$ cat src/ofs_pkg.sv
// Shared constants of the offline switcher fault sequencer.
// Assumes a single 125 MHz core clock and an APB register port with 32-bit data.
package ofs_pkg;

  // ****************************************************************
  // Timing
  // ****************************************************************
  localparam int CLK_KHZ        = 125000;
  localparam int VALID_TIME_MS  = 53;
  localparam int OFF_TIME_MS    = 420;
  localparam int SS_TIME_MS     = 1;
  localparam int JIT_SWEEP_HZ   = 300;
  localparam int VALID_CYC      = CLK_KHZ * VALID_TIME_MS;
  localparam int OFF_CYC        = CLK_KHZ * OFF_TIME_MS;
  localparam int SS_STEP_CYC    = (CLK_KHZ * SS_TIME_MS) / 256;
  localparam int JIT_STEP_CYC   = (CLK_KHZ * 1000) / (JIT_SWEEP_HZ * 256);
  localparam int CNT_W          = 26;
  localparam int STEP_W         = 12;

  // ****************************************************************
  // Feedback levels (uA magnitude) and frequencies
  // ****************************************************************
  localparam logic [7:0]  FB_FAULT_UA     = 8'h23;
  localparam logic [7:0]  FB_FOLD_UA      = 8'h44;
  localparam logic [7:0]  FB_FOLD_END_UA  = 8'h64;
  localparam logic [7:0]  FB_SKIP_UA      = 8'h78;
  localparam logic [15:0] NOM_FREQ_KHZ    = 16'h0041;
  localparam logic [15:0] MIN_FREQ_KHZ    = 16'h0019;
  localparam logic [31:0] JIT_PCT         = 32'h0000_0006;
  localparam logic [7:0]  PEAK_MAX        = 8'hff;

  // ****************************************************************
  // Register map
  // ****************************************************************
  localparam logic [7:0] ADDR_CTRL    = 8'h00;
  localparam logic [7:0] ADDR_STATUS  = 8'h04;
  localparam logic [7:0] ADDR_INTSTAT = 8'h08;
  localparam logic [7:0] ADDR_INTMASK = 8'h0c;
  localparam int         INT_W        = 4;
  localparam int         INT_OVLD     = 0;
  localparam int         INT_OVP      = 1;
  localparam int         INT_UNDERVOLTAGE_LOCKOUT     = 2;
  localparam int         INT_TSD      = 3;
  localparam logic       CTRL_RST     = 1'h1;

  typedef enum logic [4:0] {
    ST_LOCKOUT = 5'h01,
    ST_DRAIN   = 5'h02,
    ST_RUN     = 5'h04,
    ST_OFF     = 5'h08,
    ST_HOLD    = 5'h10
  } ofs_state_t;

endpackage : ofs_pkg

$ cat src/ofs_sequencer.sv
// Mode and protection sequencer of an offline switching regulator with APB registers.
// Assumes comparator and feedback inputs are synchronous to core_clk.
//
// Functional notes
// - Feedback below fault level raises peak-limit flag and starts validation timer.
// - Flag still set at timer expiry stops drive for the full off interval.
// - After off interval retry one validation period; alternate while fault persists.
// - Overload clearing during retry returns to normal regulated switching.
// - Clamp overcurrent stops switching at once, then waits one off interval.
// - Restart after overvoltage resumes if gone, else repeats the burst cycle.
// - After any fault recovery keep switch disabled while drain below enable threshold.
// - Every switching start ramps allowed peak current from low to maximum.
// - Frequency folds back between foldback start and end feedback levels.
// - Demand falling past minimum foldback frequency enters skip-cycle mode.
// - Jitter stays active during frequency foldback.
// - Supply reaching turn-on stops start-up source; drive only with drain enabled. Drain is checked only on leaving ST_DRAIN, not during ST_RUN.
// - Self-supply: source on below recharge level, off at turn-on level.
// - Supply at turn-off level ceases operation.
// - No start-up charging while the power switch conducts; the registered source flag can overlap the first conducting cycle.
// - Reduced start-up current below low supply threshold, nominal above.
// - Internal sawtooth jitter at fixed sweep rate, never defeatable.
//
// Design decisions made here: the APB interface to the registers and the register offsets.
`timescale 1ns/1ns
module ofs_sequencer #(
  parameter int VALID_CYCLES = ofs_pkg::VALID_CYC,
  parameter int OFF_CYCLES   = ofs_pkg::OFF_CYC
) (
  input  wire logic        core_clk,
  input  wire logic        rst,
  input  wire logic        clkEn,
  input  wire logic        psel,
  input  wire logic        penable,
  input  wire logic        pwrite,
  input  wire logic [7:0]  paddr,
  input  wire logic [31:0] pwdata,
  output logic      [31:0] prdata,
  output logic             pready,
  output logic             pslverr,
  input  wire logic [7:0]  fbCurrent,
  input  wire logic        supplyAboveTurnOn,
  input  wire logic        supplyBelowRecharge,
  input  wire logic        supplyBelowTurnOff,
  input  wire logic        supplyAboveLow,
  input  wire logic        clampOverCurrent,
  input  wire logic        drainAboveEnable,
  input  wire logic        thermalShutdown,
  input  wire logic        switchConducting,
  output logic             gateEnable,
  output logic             startupSrcOn,
  output logic             startupNominal,
  output logic             peakLimitFlag,
  output logic      [7:0]  peakLimit,
  output logic      [15:0] switchFreq,
  output logic             skipActive,
  output logic             burstMode,
  output logic             irq
);

  // ****************************************************************
  // State and counters
  // ****************************************************************
  ofs_pkg::ofs_state_t           state_ff, nxt_state;
  logic [ofs_pkg::CNT_W-1:0]     valCnt_ff;
  logic [ofs_pkg::CNT_W-1:0]     offCnt_ff;
  logic [ofs_pkg::STEP_W-1:0]    ssCnt_ff;
  logic [ofs_pkg::STEP_W-1:0]    jitCnt_ff;
  logic [7:0]                    saw_ff;
  logic [7:0]                    peak_ff;
  logic                          gate_ff;
  logic                          srcOn_ff;
  logic                          srcNom_ff;
  logic                          flag_ff;
  logic                          burst_ff;
  logic                          skip_ff;
  logic [15:0]                   freq_ff;
  logic                          recharge_ff;
  logic                          swEnable_ff;
  logic [ofs_pkg::INT_W-1:0]     intStat_ff;
  logic [ofs_pkg::INT_W-1:0]     intMask_ff;
  logic [ofs_pkg::INT_W-1:0]     event_s;
  logic                          irq_ff;
  logic [31:0]                   prdata_ff;
  logic                          pready_ff;
  logic                          pslverr_ff;
  logic                          fbFault;
  logic                          valDone;
  logic                          offDone;
  logic                          wrAccess;
  logic                          mapped;
  logic [15:0]                   foldKhz;
  logic [31:0]                   base10;
  logic [31:0]                   dev;

  assign fbFault = fbCurrent < ofs_pkg::FB_FAULT_UA;
  assign valDone = valCnt_ff == ofs_pkg::CNT_W'(VALID_CYCLES - 1);
  assign offDone = offCnt_ff == ofs_pkg::CNT_W'(OFF_CYCLES - 1);

  // ****************************************************************
  // Sequencer
  // ****************************************************************
  always_comb begin
    nxt_state = state_ff;
    case (state_ff)
      ofs_pkg::ST_LOCKOUT: begin
        if (supplyAboveTurnOn) begin
          nxt_state = ofs_pkg::ST_DRAIN;
        end
      end
      ofs_pkg::ST_DRAIN: begin
        if (drainAboveEnable && swEnable_ff) begin
          nxt_state = ofs_pkg::ST_RUN;
        end
      end
      ofs_pkg::ST_RUN: begin
        if (clampOverCurrent) begin
          nxt_state = ofs_pkg::ST_OFF;
        end else if (valDone && flag_ff && fbFault) begin
          nxt_state = ofs_pkg::ST_OFF;
        end else if (!swEnable_ff) begin
          nxt_state = ofs_pkg::ST_DRAIN;
        end
      end
      ofs_pkg::ST_OFF: begin
        if (offDone) begin
          nxt_state = ofs_pkg::ST_DRAIN;
        end
      end
      ofs_pkg::ST_HOLD: begin
        if (!thermalShutdown) begin
          nxt_state = ofs_pkg::ST_DRAIN;
        end
      end
      default: begin
        nxt_state = ofs_pkg::ST_LOCKOUT;
      end
    endcase
    // Lockout overrides every state; thermal overrides every state except lockout
    if (supplyBelowTurnOff) begin
      nxt_state = ofs_pkg::ST_LOCKOUT;
    end else if (thermalShutdown && state_ff != ofs_pkg::ST_LOCKOUT) begin
      nxt_state = ofs_pkg::ST_HOLD;
    end
  end

  always_ff @(posedge core_clk) begin
    if (rst) begin
      state_ff <= ofs_pkg::ST_LOCKOUT;
    end else if (clkEn) begin
      state_ff <= nxt_state;
    end
  end

  // Gate follows the next state so a trip removes drive on the very next edge
  always_ff @(posedge core_clk) begin
    if (rst) begin
      gate_ff <= 1'b0;
    end else if (clkEn) begin
      gate_ff <= nxt_state == ofs_pkg::ST_RUN;
    end
  end

  // ****************************************************************
  // Overload validation and off interval
  // ****************************************************************
  always_ff @(posedge core_clk) begin
    if (rst) begin
      flag_ff   <= 1'b0;
      valCnt_ff <= '0;
    end else if (clkEn) begin
      if (state_ff != ofs_pkg::ST_RUN || nxt_state != ofs_pkg::ST_RUN || !fbFault) begin
        flag_ff   <= 1'b0;
        valCnt_ff <= '0;
      end else begin
        flag_ff   <= 1'b1;
        valCnt_ff <= valCnt_ff + 1'b1;
      end
    end
  end

  always_ff @(posedge core_clk) begin
    if (rst) begin
      offCnt_ff <= '0;
    end else if (clkEn) begin
      if (state_ff == ofs_pkg::ST_OFF && nxt_state == ofs_pkg::ST_OFF) begin
        offCnt_ff <= offCnt_ff + 1'b1;
      end else begin
        offCnt_ff <= '0;
      end
    end
  end

  // Burst stays flagged across retries until a retry runs clean
  always_ff @(posedge core_clk) begin
    if (rst) begin
      burst_ff <= 1'b0;
    end else if (clkEn) begin
      if (nxt_state == ofs_pkg::ST_OFF) begin
        burst_ff <= 1'b1;
      end else if (nxt_state == ofs_pkg::ST_LOCKOUT) begin
        burst_ff <= 1'b0;
      end else if (state_ff == ofs_pkg::ST_RUN && !fbFault && !clampOverCurrent) begin
        burst_ff <= 1'b0;
      end
    end
  end

  // ****************************************************************
  // Soft-start ramp
  // ****************************************************************
  always_ff @(posedge core_clk) begin
    if (rst) begin
      peak_ff  <= '0;
      ssCnt_ff <= '0;
    end else if (clkEn) begin
      if (nxt_state != ofs_pkg::ST_RUN || state_ff != ofs_pkg::ST_RUN) begin
        peak_ff  <= '0;
        ssCnt_ff <= '0;
      end else if (peak_ff != ofs_pkg::PEAK_MAX) begin
        if (ssCnt_ff == ofs_pkg::STEP_W'(ofs_pkg::SS_STEP_CYC - 1)) begin
          ssCnt_ff <= '0;
          peak_ff  <= peak_ff + 1'b1;
        end else begin
          ssCnt_ff <= ssCnt_ff + 1'b1;
        end
      end
    end
  end

  // ****************************************************************
  // Start-up current source
  // ****************************************************************
  always_ff @(posedge core_clk) begin
    if (rst) begin
      recharge_ff <= 1'b1;
    end else if (clkEn) begin
      if (supplyAboveTurnOn) begin
        recharge_ff <= 1'b0;
      end else if (supplyBelowRecharge || state_ff == ofs_pkg::ST_LOCKOUT) begin
        recharge_ff <= 1'b1;
      end
    end
  end

  always_ff @(posedge core_clk) begin
    if (rst) begin
      srcOn_ff  <= 1'b0;
      srcNom_ff <= 1'b0;
    end else if (clkEn) begin
      srcOn_ff  <= recharge_ff && !supplyAboveTurnOn && !switchConducting;
      srcNom_ff <= supplyAboveLow;
    end
  end

  // ****************************************************************
  // Foldback, skip and jitter
  // ****************************************************************
  always_comb begin
    if (fbCurrent <= ofs_pkg::FB_FOLD_UA) begin
      foldKhz = ofs_pkg::NOM_FREQ_KHZ;
    end else if (fbCurrent >= ofs_pkg::FB_FOLD_END_UA) begin
      foldKhz = ofs_pkg::MIN_FREQ_KHZ;
    end else begin
      foldKhz = ofs_pkg::NOM_FREQ_KHZ - 16'(
        (16'(fbCurrent - ofs_pkg::FB_FOLD_UA) * (ofs_pkg::NOM_FREQ_KHZ - ofs_pkg::MIN_FREQ_KHZ))
        / 16'(ofs_pkg::FB_FOLD_END_UA - ofs_pkg::FB_FOLD_UA));
    end
  end

  // Output in 100 Hz units; jitter applied after foldback so it never drops out
  assign base10 = 32'(foldKhz) * 32'h0000_000a;
  assign dev    = (base10 * (ofs_pkg::JIT_PCT * 32'h0000_0002) * 32'(saw_ff)) / 32'h0000_6400;

  always_ff @(posedge core_clk) begin
    if (rst) begin
      jitCnt_ff <= '0;
      saw_ff    <= '0;
    end else if (clkEn) begin
      if (jitCnt_ff == ofs_pkg::STEP_W'(ofs_pkg::JIT_STEP_CYC - 1)) begin
        jitCnt_ff <= '0;
        saw_ff    <= saw_ff + 1'b1;
      end else begin
        jitCnt_ff <= jitCnt_ff + 1'b1;
      end
    end
  end

  always_ff @(posedge core_clk) begin
    if (rst) begin
      freq_ff <= 16'h0000;
      skip_ff <= 1'b0;
    end else if (clkEn) begin
      freq_ff <= 16'(base10 - (base10 * ofs_pkg::JIT_PCT) / 32'h0000_0064 + dev);
      skip_ff <= fbCurrent >= ofs_pkg::FB_SKIP_UA && foldKhz == ofs_pkg::MIN_FREQ_KHZ;
    end
  end

  // ****************************************************************
  // APB registers and interrupt
  // ****************************************************************
  // Zero wait state: pready rises in the first access cycle
  assign wrAccess = psel && penable && pwrite && pready_ff;
  assign mapped   = paddr == ofs_pkg::ADDR_CTRL || paddr == ofs_pkg::ADDR_STATUS
                 || paddr == ofs_pkg::ADDR_INTSTAT || paddr == ofs_pkg::ADDR_INTMASK;

  always_ff @(posedge core_clk) begin
    if (rst) begin
      pready_ff  <= 1'b0;
      pslverr_ff <= 1'b0;
      prdata_ff  <= '0;
    end else if (clkEn) begin
      pready_ff  <= psel && !penable;
      pslverr_ff <= psel && !penable && !mapped;
      prdata_ff  <= '0;
      if (psel && !penable && !pwrite) begin
        case (paddr)
          ofs_pkg::ADDR_CTRL:    prdata_ff <= {31'h0, swEnable_ff};
          ofs_pkg::ADDR_STATUS:  prdata_ff <= {16'h0, peak_ff, 1'b0, state_ff,
                                              burst_ff, flag_ff};
          ofs_pkg::ADDR_INTSTAT: prdata_ff <= {28'h0, intStat_ff};
          ofs_pkg::ADDR_INTMASK: prdata_ff <= {28'h0, intMask_ff};
          default:               prdata_ff <= '0;
        endcase
      end
    end
  end

  always_ff @(posedge core_clk) begin
    if (rst) begin
      swEnable_ff <= ofs_pkg::CTRL_RST;
      intMask_ff  <= '0;
    end else if (clkEn && wrAccess) begin
      if (paddr == ofs_pkg::ADDR_CTRL) begin
        swEnable_ff <= pwdata[0];
      end
      if (paddr == ofs_pkg::ADDR_INTMASK) begin
        intMask_ff <= pwdata[ofs_pkg::INT_W-1:0];
      end
    end
  end

  assign event_s[ofs_pkg::INT_OVLD] = state_ff == ofs_pkg::ST_RUN && valDone && flag_ff && fbFault;
  assign event_s[ofs_pkg::INT_OVP]  = state_ff == ofs_pkg::ST_RUN && clampOverCurrent;
  assign event_s[ofs_pkg::INT_UNDERVOLTAGE_LOCKOUT] = supplyBelowTurnOff && state_ff != ofs_pkg::ST_LOCKOUT;
  assign event_s[ofs_pkg::INT_TSD]  = thermalShutdown && state_ff != ofs_pkg::ST_HOLD;

  // Set wins over a write-one clear in the same cycle
  always_ff @(posedge core_clk) begin
    if (rst) begin
      intStat_ff <= '0;
    end else if (clkEn) begin
      if (wrAccess && paddr == ofs_pkg::ADDR_INTSTAT) begin
        intStat_ff <= (intStat_ff & ~pwdata[ofs_pkg::INT_W-1:0]) | event_s;
      end else begin
        intStat_ff <= intStat_ff | event_s;
      end
    end
  end

  always_ff @(posedge core_clk) begin
    if (rst) begin
      irq_ff <= 1'b0;
    end else if (clkEn) begin
      irq_ff <= |(intStat_ff & intMask_ff);
    end
  end

  assign prdata         = prdata_ff;
  assign pready         = pready_ff;
  assign pslverr        = pslverr_ff;
  assign gateEnable     = gate_ff;
  assign startupSrcOn   = srcOn_ff;
  assign startupNominal = srcNom_ff;
  assign peakLimitFlag  = flag_ff;
  assign peakLimit      = peak_ff;
  assign switchFreq     = freq_ff;
  assign skipActive     = skip_ff;
  assign burstMode      = burst_ff;
  assign irq            = irq_ff;

  // ****************************************************************
  // Assertions
  // ****************************************************************
  a_ovp_stop_drive: assert property (@(posedge core_clk) disable iff (rst)
    (clkEn && state_ff == ofs_pkg::ST_RUN && clampOverCurrent && !supplyBelowTurnOff
      && !thermalShutdown) |=> (!gateEnable && state_ff == ofs_pkg::ST_OFF))
    else $error("drive not stopped on clamp overcurrent");

  a_fault_expiry_off: assert property (@(posedge core_clk) disable iff (rst)
    (clkEn && state_ff == ofs_pkg::ST_RUN && valDone && flag_ff && fbFault
      && !supplyBelowTurnOff && !thermalShutdown) |=> (state_ff == ofs_pkg::ST_OFF))
    else $error("validated overload did not enter off interval");

  a_off_hold_low: assert property (@(posedge core_clk) disable iff (rst)
    (state_ff == ofs_pkg::ST_OFF) |-> !gateEnable)
    else $error("switch driven during off interval");

  a_flag_raise: assert property (@(posedge core_clk) disable iff (rst)
    (clkEn && state_ff == ofs_pkg::ST_RUN && nxt_state == ofs_pkg::ST_RUN && fbFault)
      |=> (peakLimitFlag && valCnt_ff == $past(valCnt_ff) + 1'b1))
    else $error("peak-limit flag or timer did not start");

  a_undervoltage_lockout_lockout: assert property (@(posedge core_clk) disable iff (rst)
    (clkEn && supplyBelowTurnOff)
      |=> (state_ff == ofs_pkg::ST_LOCKOUT && !gateEnable && valCnt_ff == '0))
    else $error("undervoltage did not force lockout");

  a_drain_gate: assert property (@(posedge core_clk) disable iff (rst)
    (clkEn && state_ff == ofs_pkg::ST_DRAIN && !drainAboveEnable) |=> !gateEnable)
    else $error("switch enabled with drain below enable threshold");

  a_no_charge_on: assert property (@(posedge core_clk) disable iff (rst)
    (clkEn && switchConducting) |=> !startupSrcOn)
    else $error("start-up source on while switch conducts");

  a_ss_restart: assert property (@(posedge core_clk) disable iff (rst)
    (clkEn && state_ff == ofs_pkg::ST_OFF && nxt_state == ofs_pkg::ST_DRAIN)
      |=> (peakLimit == 8'h00) [*2])
    else $error("soft-start not restarted after off interval");

  a_skip_entry: assert property (@(posedge core_clk) disable iff (rst)
    (clkEn && fbCurrent >= ofs_pkg::FB_SKIP_UA) |=> skipActive)
    else $error("skip mode not entered at low demand");

  a_irq_level: assert property (@(posedge core_clk) disable iff (rst)
    clkEn |=> (irq == |($past(intStat_ff) & $past(intMask_ff))))
    else $error("interrupt does not follow masked status");

endmodule : ofs_sequencer

$ cat config.mk
export PLATFORM = sky130hd
export DESIGN_NAME = ofs_sequencer
export DESIGN_NICKNAME = d
export VERILOG_FILES = /design/src/ofs_pkg.sv /design/src/ofs_sequencer.sv
export SDC_FILE = /design/constraint.sdc
export NUM_CORES = 1
export LEC_CHECK = 0
export BUFFER_PORTS_ARGS = -buffer_cell sky130_fd_sc_hd__buf_2
export CAP_MARGIN = 30
export CELL_PAD_IN_SITES_DETAIL_PLACEMENT = 1
export CELL_PAD_IN_SITES_GLOBAL_PLACEMENT = 2
export CORE_MARGIN = 1
export CORE_UTILIZATION = 25
export CTS_CLUSTER_SIZE = 12
export DETAILED_ROUTE_END_ITERATION = 12
export PLACE_DENSITY_LB_ADDON = 0.1
export SETUP_SLACK_MARGIN = 0.3
export SLEW_MARGIN = 20
export SYNTH_ARGS = -nofsm -noshare
export SYNTH_HDL_FRONTEND = slang
export SYNTH_SLANG_ARGS = --single-unit
$ cat constraint.sdc
create_clock -name core_clk -period 71.8 [get_ports core_clk]
set_clock_uncertainty 0.05 [all_clocks]
set_input_delay 10.77 -clock core_clk [delete_from_list [all_inputs] [get_ports core_clk]]
set_output_delay 10.77 -clock core_clk [all_outputs]
set_load 0.05 [all_outputs]
==> results_dict.tcl <==
set metrics [dict create \
    synth_edf_count 0 \
    startpoint_type "input pin" \
    worstSetupPathType "in -> reg" \
    critPathMaxFanout 12 \
    grt_antenna_before_repair 2 \
    tns_ns 0 \
    slew_headroom 0.381 \
    synth_ff_type "dfxtp_1" \
    worstMarginPinSlew_ns 0.922 \
    vias 22695 \
    grt_pass1_vias 23847 \
    status "finished clean" \
    setup_viol 0 \
    portBuffers 81 \
    cp_slowest_cell "xnor2_1" \
    critPathArrivalTime_ns 37.59 \
    grt_usage 0.172 \
    wl_um 81100 \
    place_ws_ns 33.47 \
    cts_buffers 17 \
    r2r_setup_slack_ns 51.45 \
    yosysUniqueCellTypes 148 \
    min_path_type "reg -> reg" \
    insertion_delay_ns 0.48 \
    r2r_start "saw_ff[7]" \
    drive_gt1_frac 0.106 \
    grt_pass1_wl_um 132000 \
    fp.dieArea_um2 94900 \
    synth.avg_cell_area_um2 7.67 \
    critPathCaptureType "flop" \
    die_width_um 308 \
    cts_resized 0 \
    antenna_cells_inserted 0 \
    r2r_cells 73 \
    initial_utilization 0.254 \
    yosysSeqAreaShare 0.126 \
    cts_tree "yes" \
    rows 111 \
    final_common_cell "nor2_1" \
    io-pin-count 127 \
    fmax_mhz 26.9 \
    endpoint "switchFreq[15]" \
    syn_to_final_growth_pct 9.81 \
    cp.depth 100 \
    wl_per_cell_um 18.7 \
    syn-cell-area_um2 23400 \
    ctsLongestPathBuffers 2 \
    layout_common_cells "nor2_1 (322), nand2_1 (241), a21oi_1 (206), inv_1 (179), dfxtp_1 (147)" \
    synth_cells 3054 \
    clockRootBuffer "clkbuf_16" \
    cts.sinks 147 \
    min_period_ns 37.21 \
    drc 0 \
    slowest_delay_ns 0.76 \
    reg2reg_to "switchFreq[15]" \
    cp_num_buf_inv 9 \
    ant_nets 0 \
    htreeDepth 4 \
    grt-ovfl-total 0 \
    dr.pass1.iters 5 \
    placedCellCount 4279 \
    rsz0062_at_grt "no" \
    synthArstFlopShare 0 \
    yosysWarnings 0 \
    clk_pin_slew_worst_paths_ns 0.08 \
    final-hold-violation-count 0 \
    drtIter0Drc 835 \
    viasPerCell 5.25 \
    final_cells 4323 \
    hold_buffers 0 \
    place.detailed.hpwl_um 64600 \
    critical_path.startpoint "fbCurrent[2]" \
    synth_seq_cells 147 \
    grt_start_max_net_pins 58 \
    fp.dieH_um 308 \
    placeableCoreArea_um2 92200 \
    gp_congestion 0.770 \
    required_ns 72.18 \
    nNetsFinal 3396 \
    fin_ws_ns 34.59 \
    cap_violations 0 \
    min_period_over_period 0.518 \
    cts_setup_buffers 0 \
    path_delay_family "compound AO/OA/AOI/OAI gates" \
    maxSlewViolCount 0 \
]
==> cell type report <==
| class | count | area (um^2) |
|---|---|---|
| timing repair buffer | 127 | 779 |
| clock inverter | 10 | 149 |
| multi-input combinational | 2589 | 19200 |
| sequential | 147 | 2940 |
| inverter | 187 | 706 |
| tap | 1243 | 1560 |
| clock buffer | 20 | 437 |
| fill | 11189 | 66500 |
==> flip-flops by register name, summed over array words and instances, names as in the netlist, 8 cells and up <==
register    cells
jitCnt_ff      12
valCnt_ff      26
peakLimit       8
saw_ff          8
switchFreq     16
prdata         15
ssCnt_ff       12
offCnt_ff      26
==> cell usage after synthesis (19+ instances only) <==
master      n  area (um^2)
a21o_1     56          420
a211oi_1   45          338
nand3_1    96          480
or3_1      19          119
nand2b_1   23          144
ha_1      133         1660
and2_1    106          663
mux2i_1    35          350
nand4_1    35          219
o211ai_1   43          323
clkbuf_1   96          360
dfxtp_1   147         2940
nand2_1   241          905
and3_1     53          332
a21oi_1   206         1030
fa_1      132         2640
inv_1     179          672
o21ai_0   123          616
nor3b_1    19          143
nor2_1    322         1210
buf_4      26          195
nor4_1     24          150
nor2b_1    37          231
xor2_1     80          701
or2_2      19          119
a31oi_1    27          169
o21a_1     20          150
nor3_1     83          415
a22oi_1    21          158
xnor2_1   114          998
==> stage by stage <==
| step | hold slack, ns | instance area [um^2] | utilization |
|---|---|---|---|
| global route | 0.434 | 25700 | 0.279 |
| finish | 0.412 | 25700 | 0.279 |
| global placement | 0.400 | 25000 | 0.271 |
| CTS | 0.419 | 25600 | 0.278 |
| floorplan | 0.402 | 23500 | - |
| detailed placement | 0.408 | 25000 | 0.271 |
==> logic make-up (layout without fill, tap and decap cells) <==
logic type | count (synthesis) | count (layout) | share of synthesized area
AND/OR/NAND/NOR | 1170 | 1170 | 0.254
XOR/XNOR | 199 | 199 | 0.0765
AO/OA/AOI/OAI | 881 | 881 | 0.272
other | 1 | 17 | 0.000160
adder cells (fa/ha/maj) | 271 | 271 | 0.186
flip-flops | 147 | 147 | 0.126
multiplexers | 51 | 51 | 0.0238
buffers and inverters | 334 | 344 | 0.0609
==> worst min-delay path by stage <==
stage	to	from	depth (start not counted)
after CTS	prdata[0]	prdata[0]	2
after detailed placement	prdata[0]	prdata[0]	2
after global placement	startupSrcOn	startupSrcOn	2
final	prdata[0]	prdata[0]	2
after floorplan	ssCnt_ff[1]	ssCnt_ff[1]	2
after global routing	gateEnable	gateEnable	2
==> worst min-delay path, delay by kind of cell (launching register included) <==
| kind | cells | cell delay, ns |
|---|---|---|
| flops | 1 | 0.31 |
| simple gates | 1 | 0.06 |
| compound gates | 1 | 0.05 |
==> metal layers <==
layer,wire length [um],vias to the layer above,share of wire,track usage
li1,-,11048,-,-
met1,39400,11352,0.49,0.227
met2,38800,246,0.48,0.301
met3,1770,47,0.022,0.0198
met4,1090,2,0.013,0.0324
met5,13,-,0.00016,0
Power is left out: the tool's default activity adds up to more than one toggle a clock period on the data nets, which glitch-free logic cannot reach.
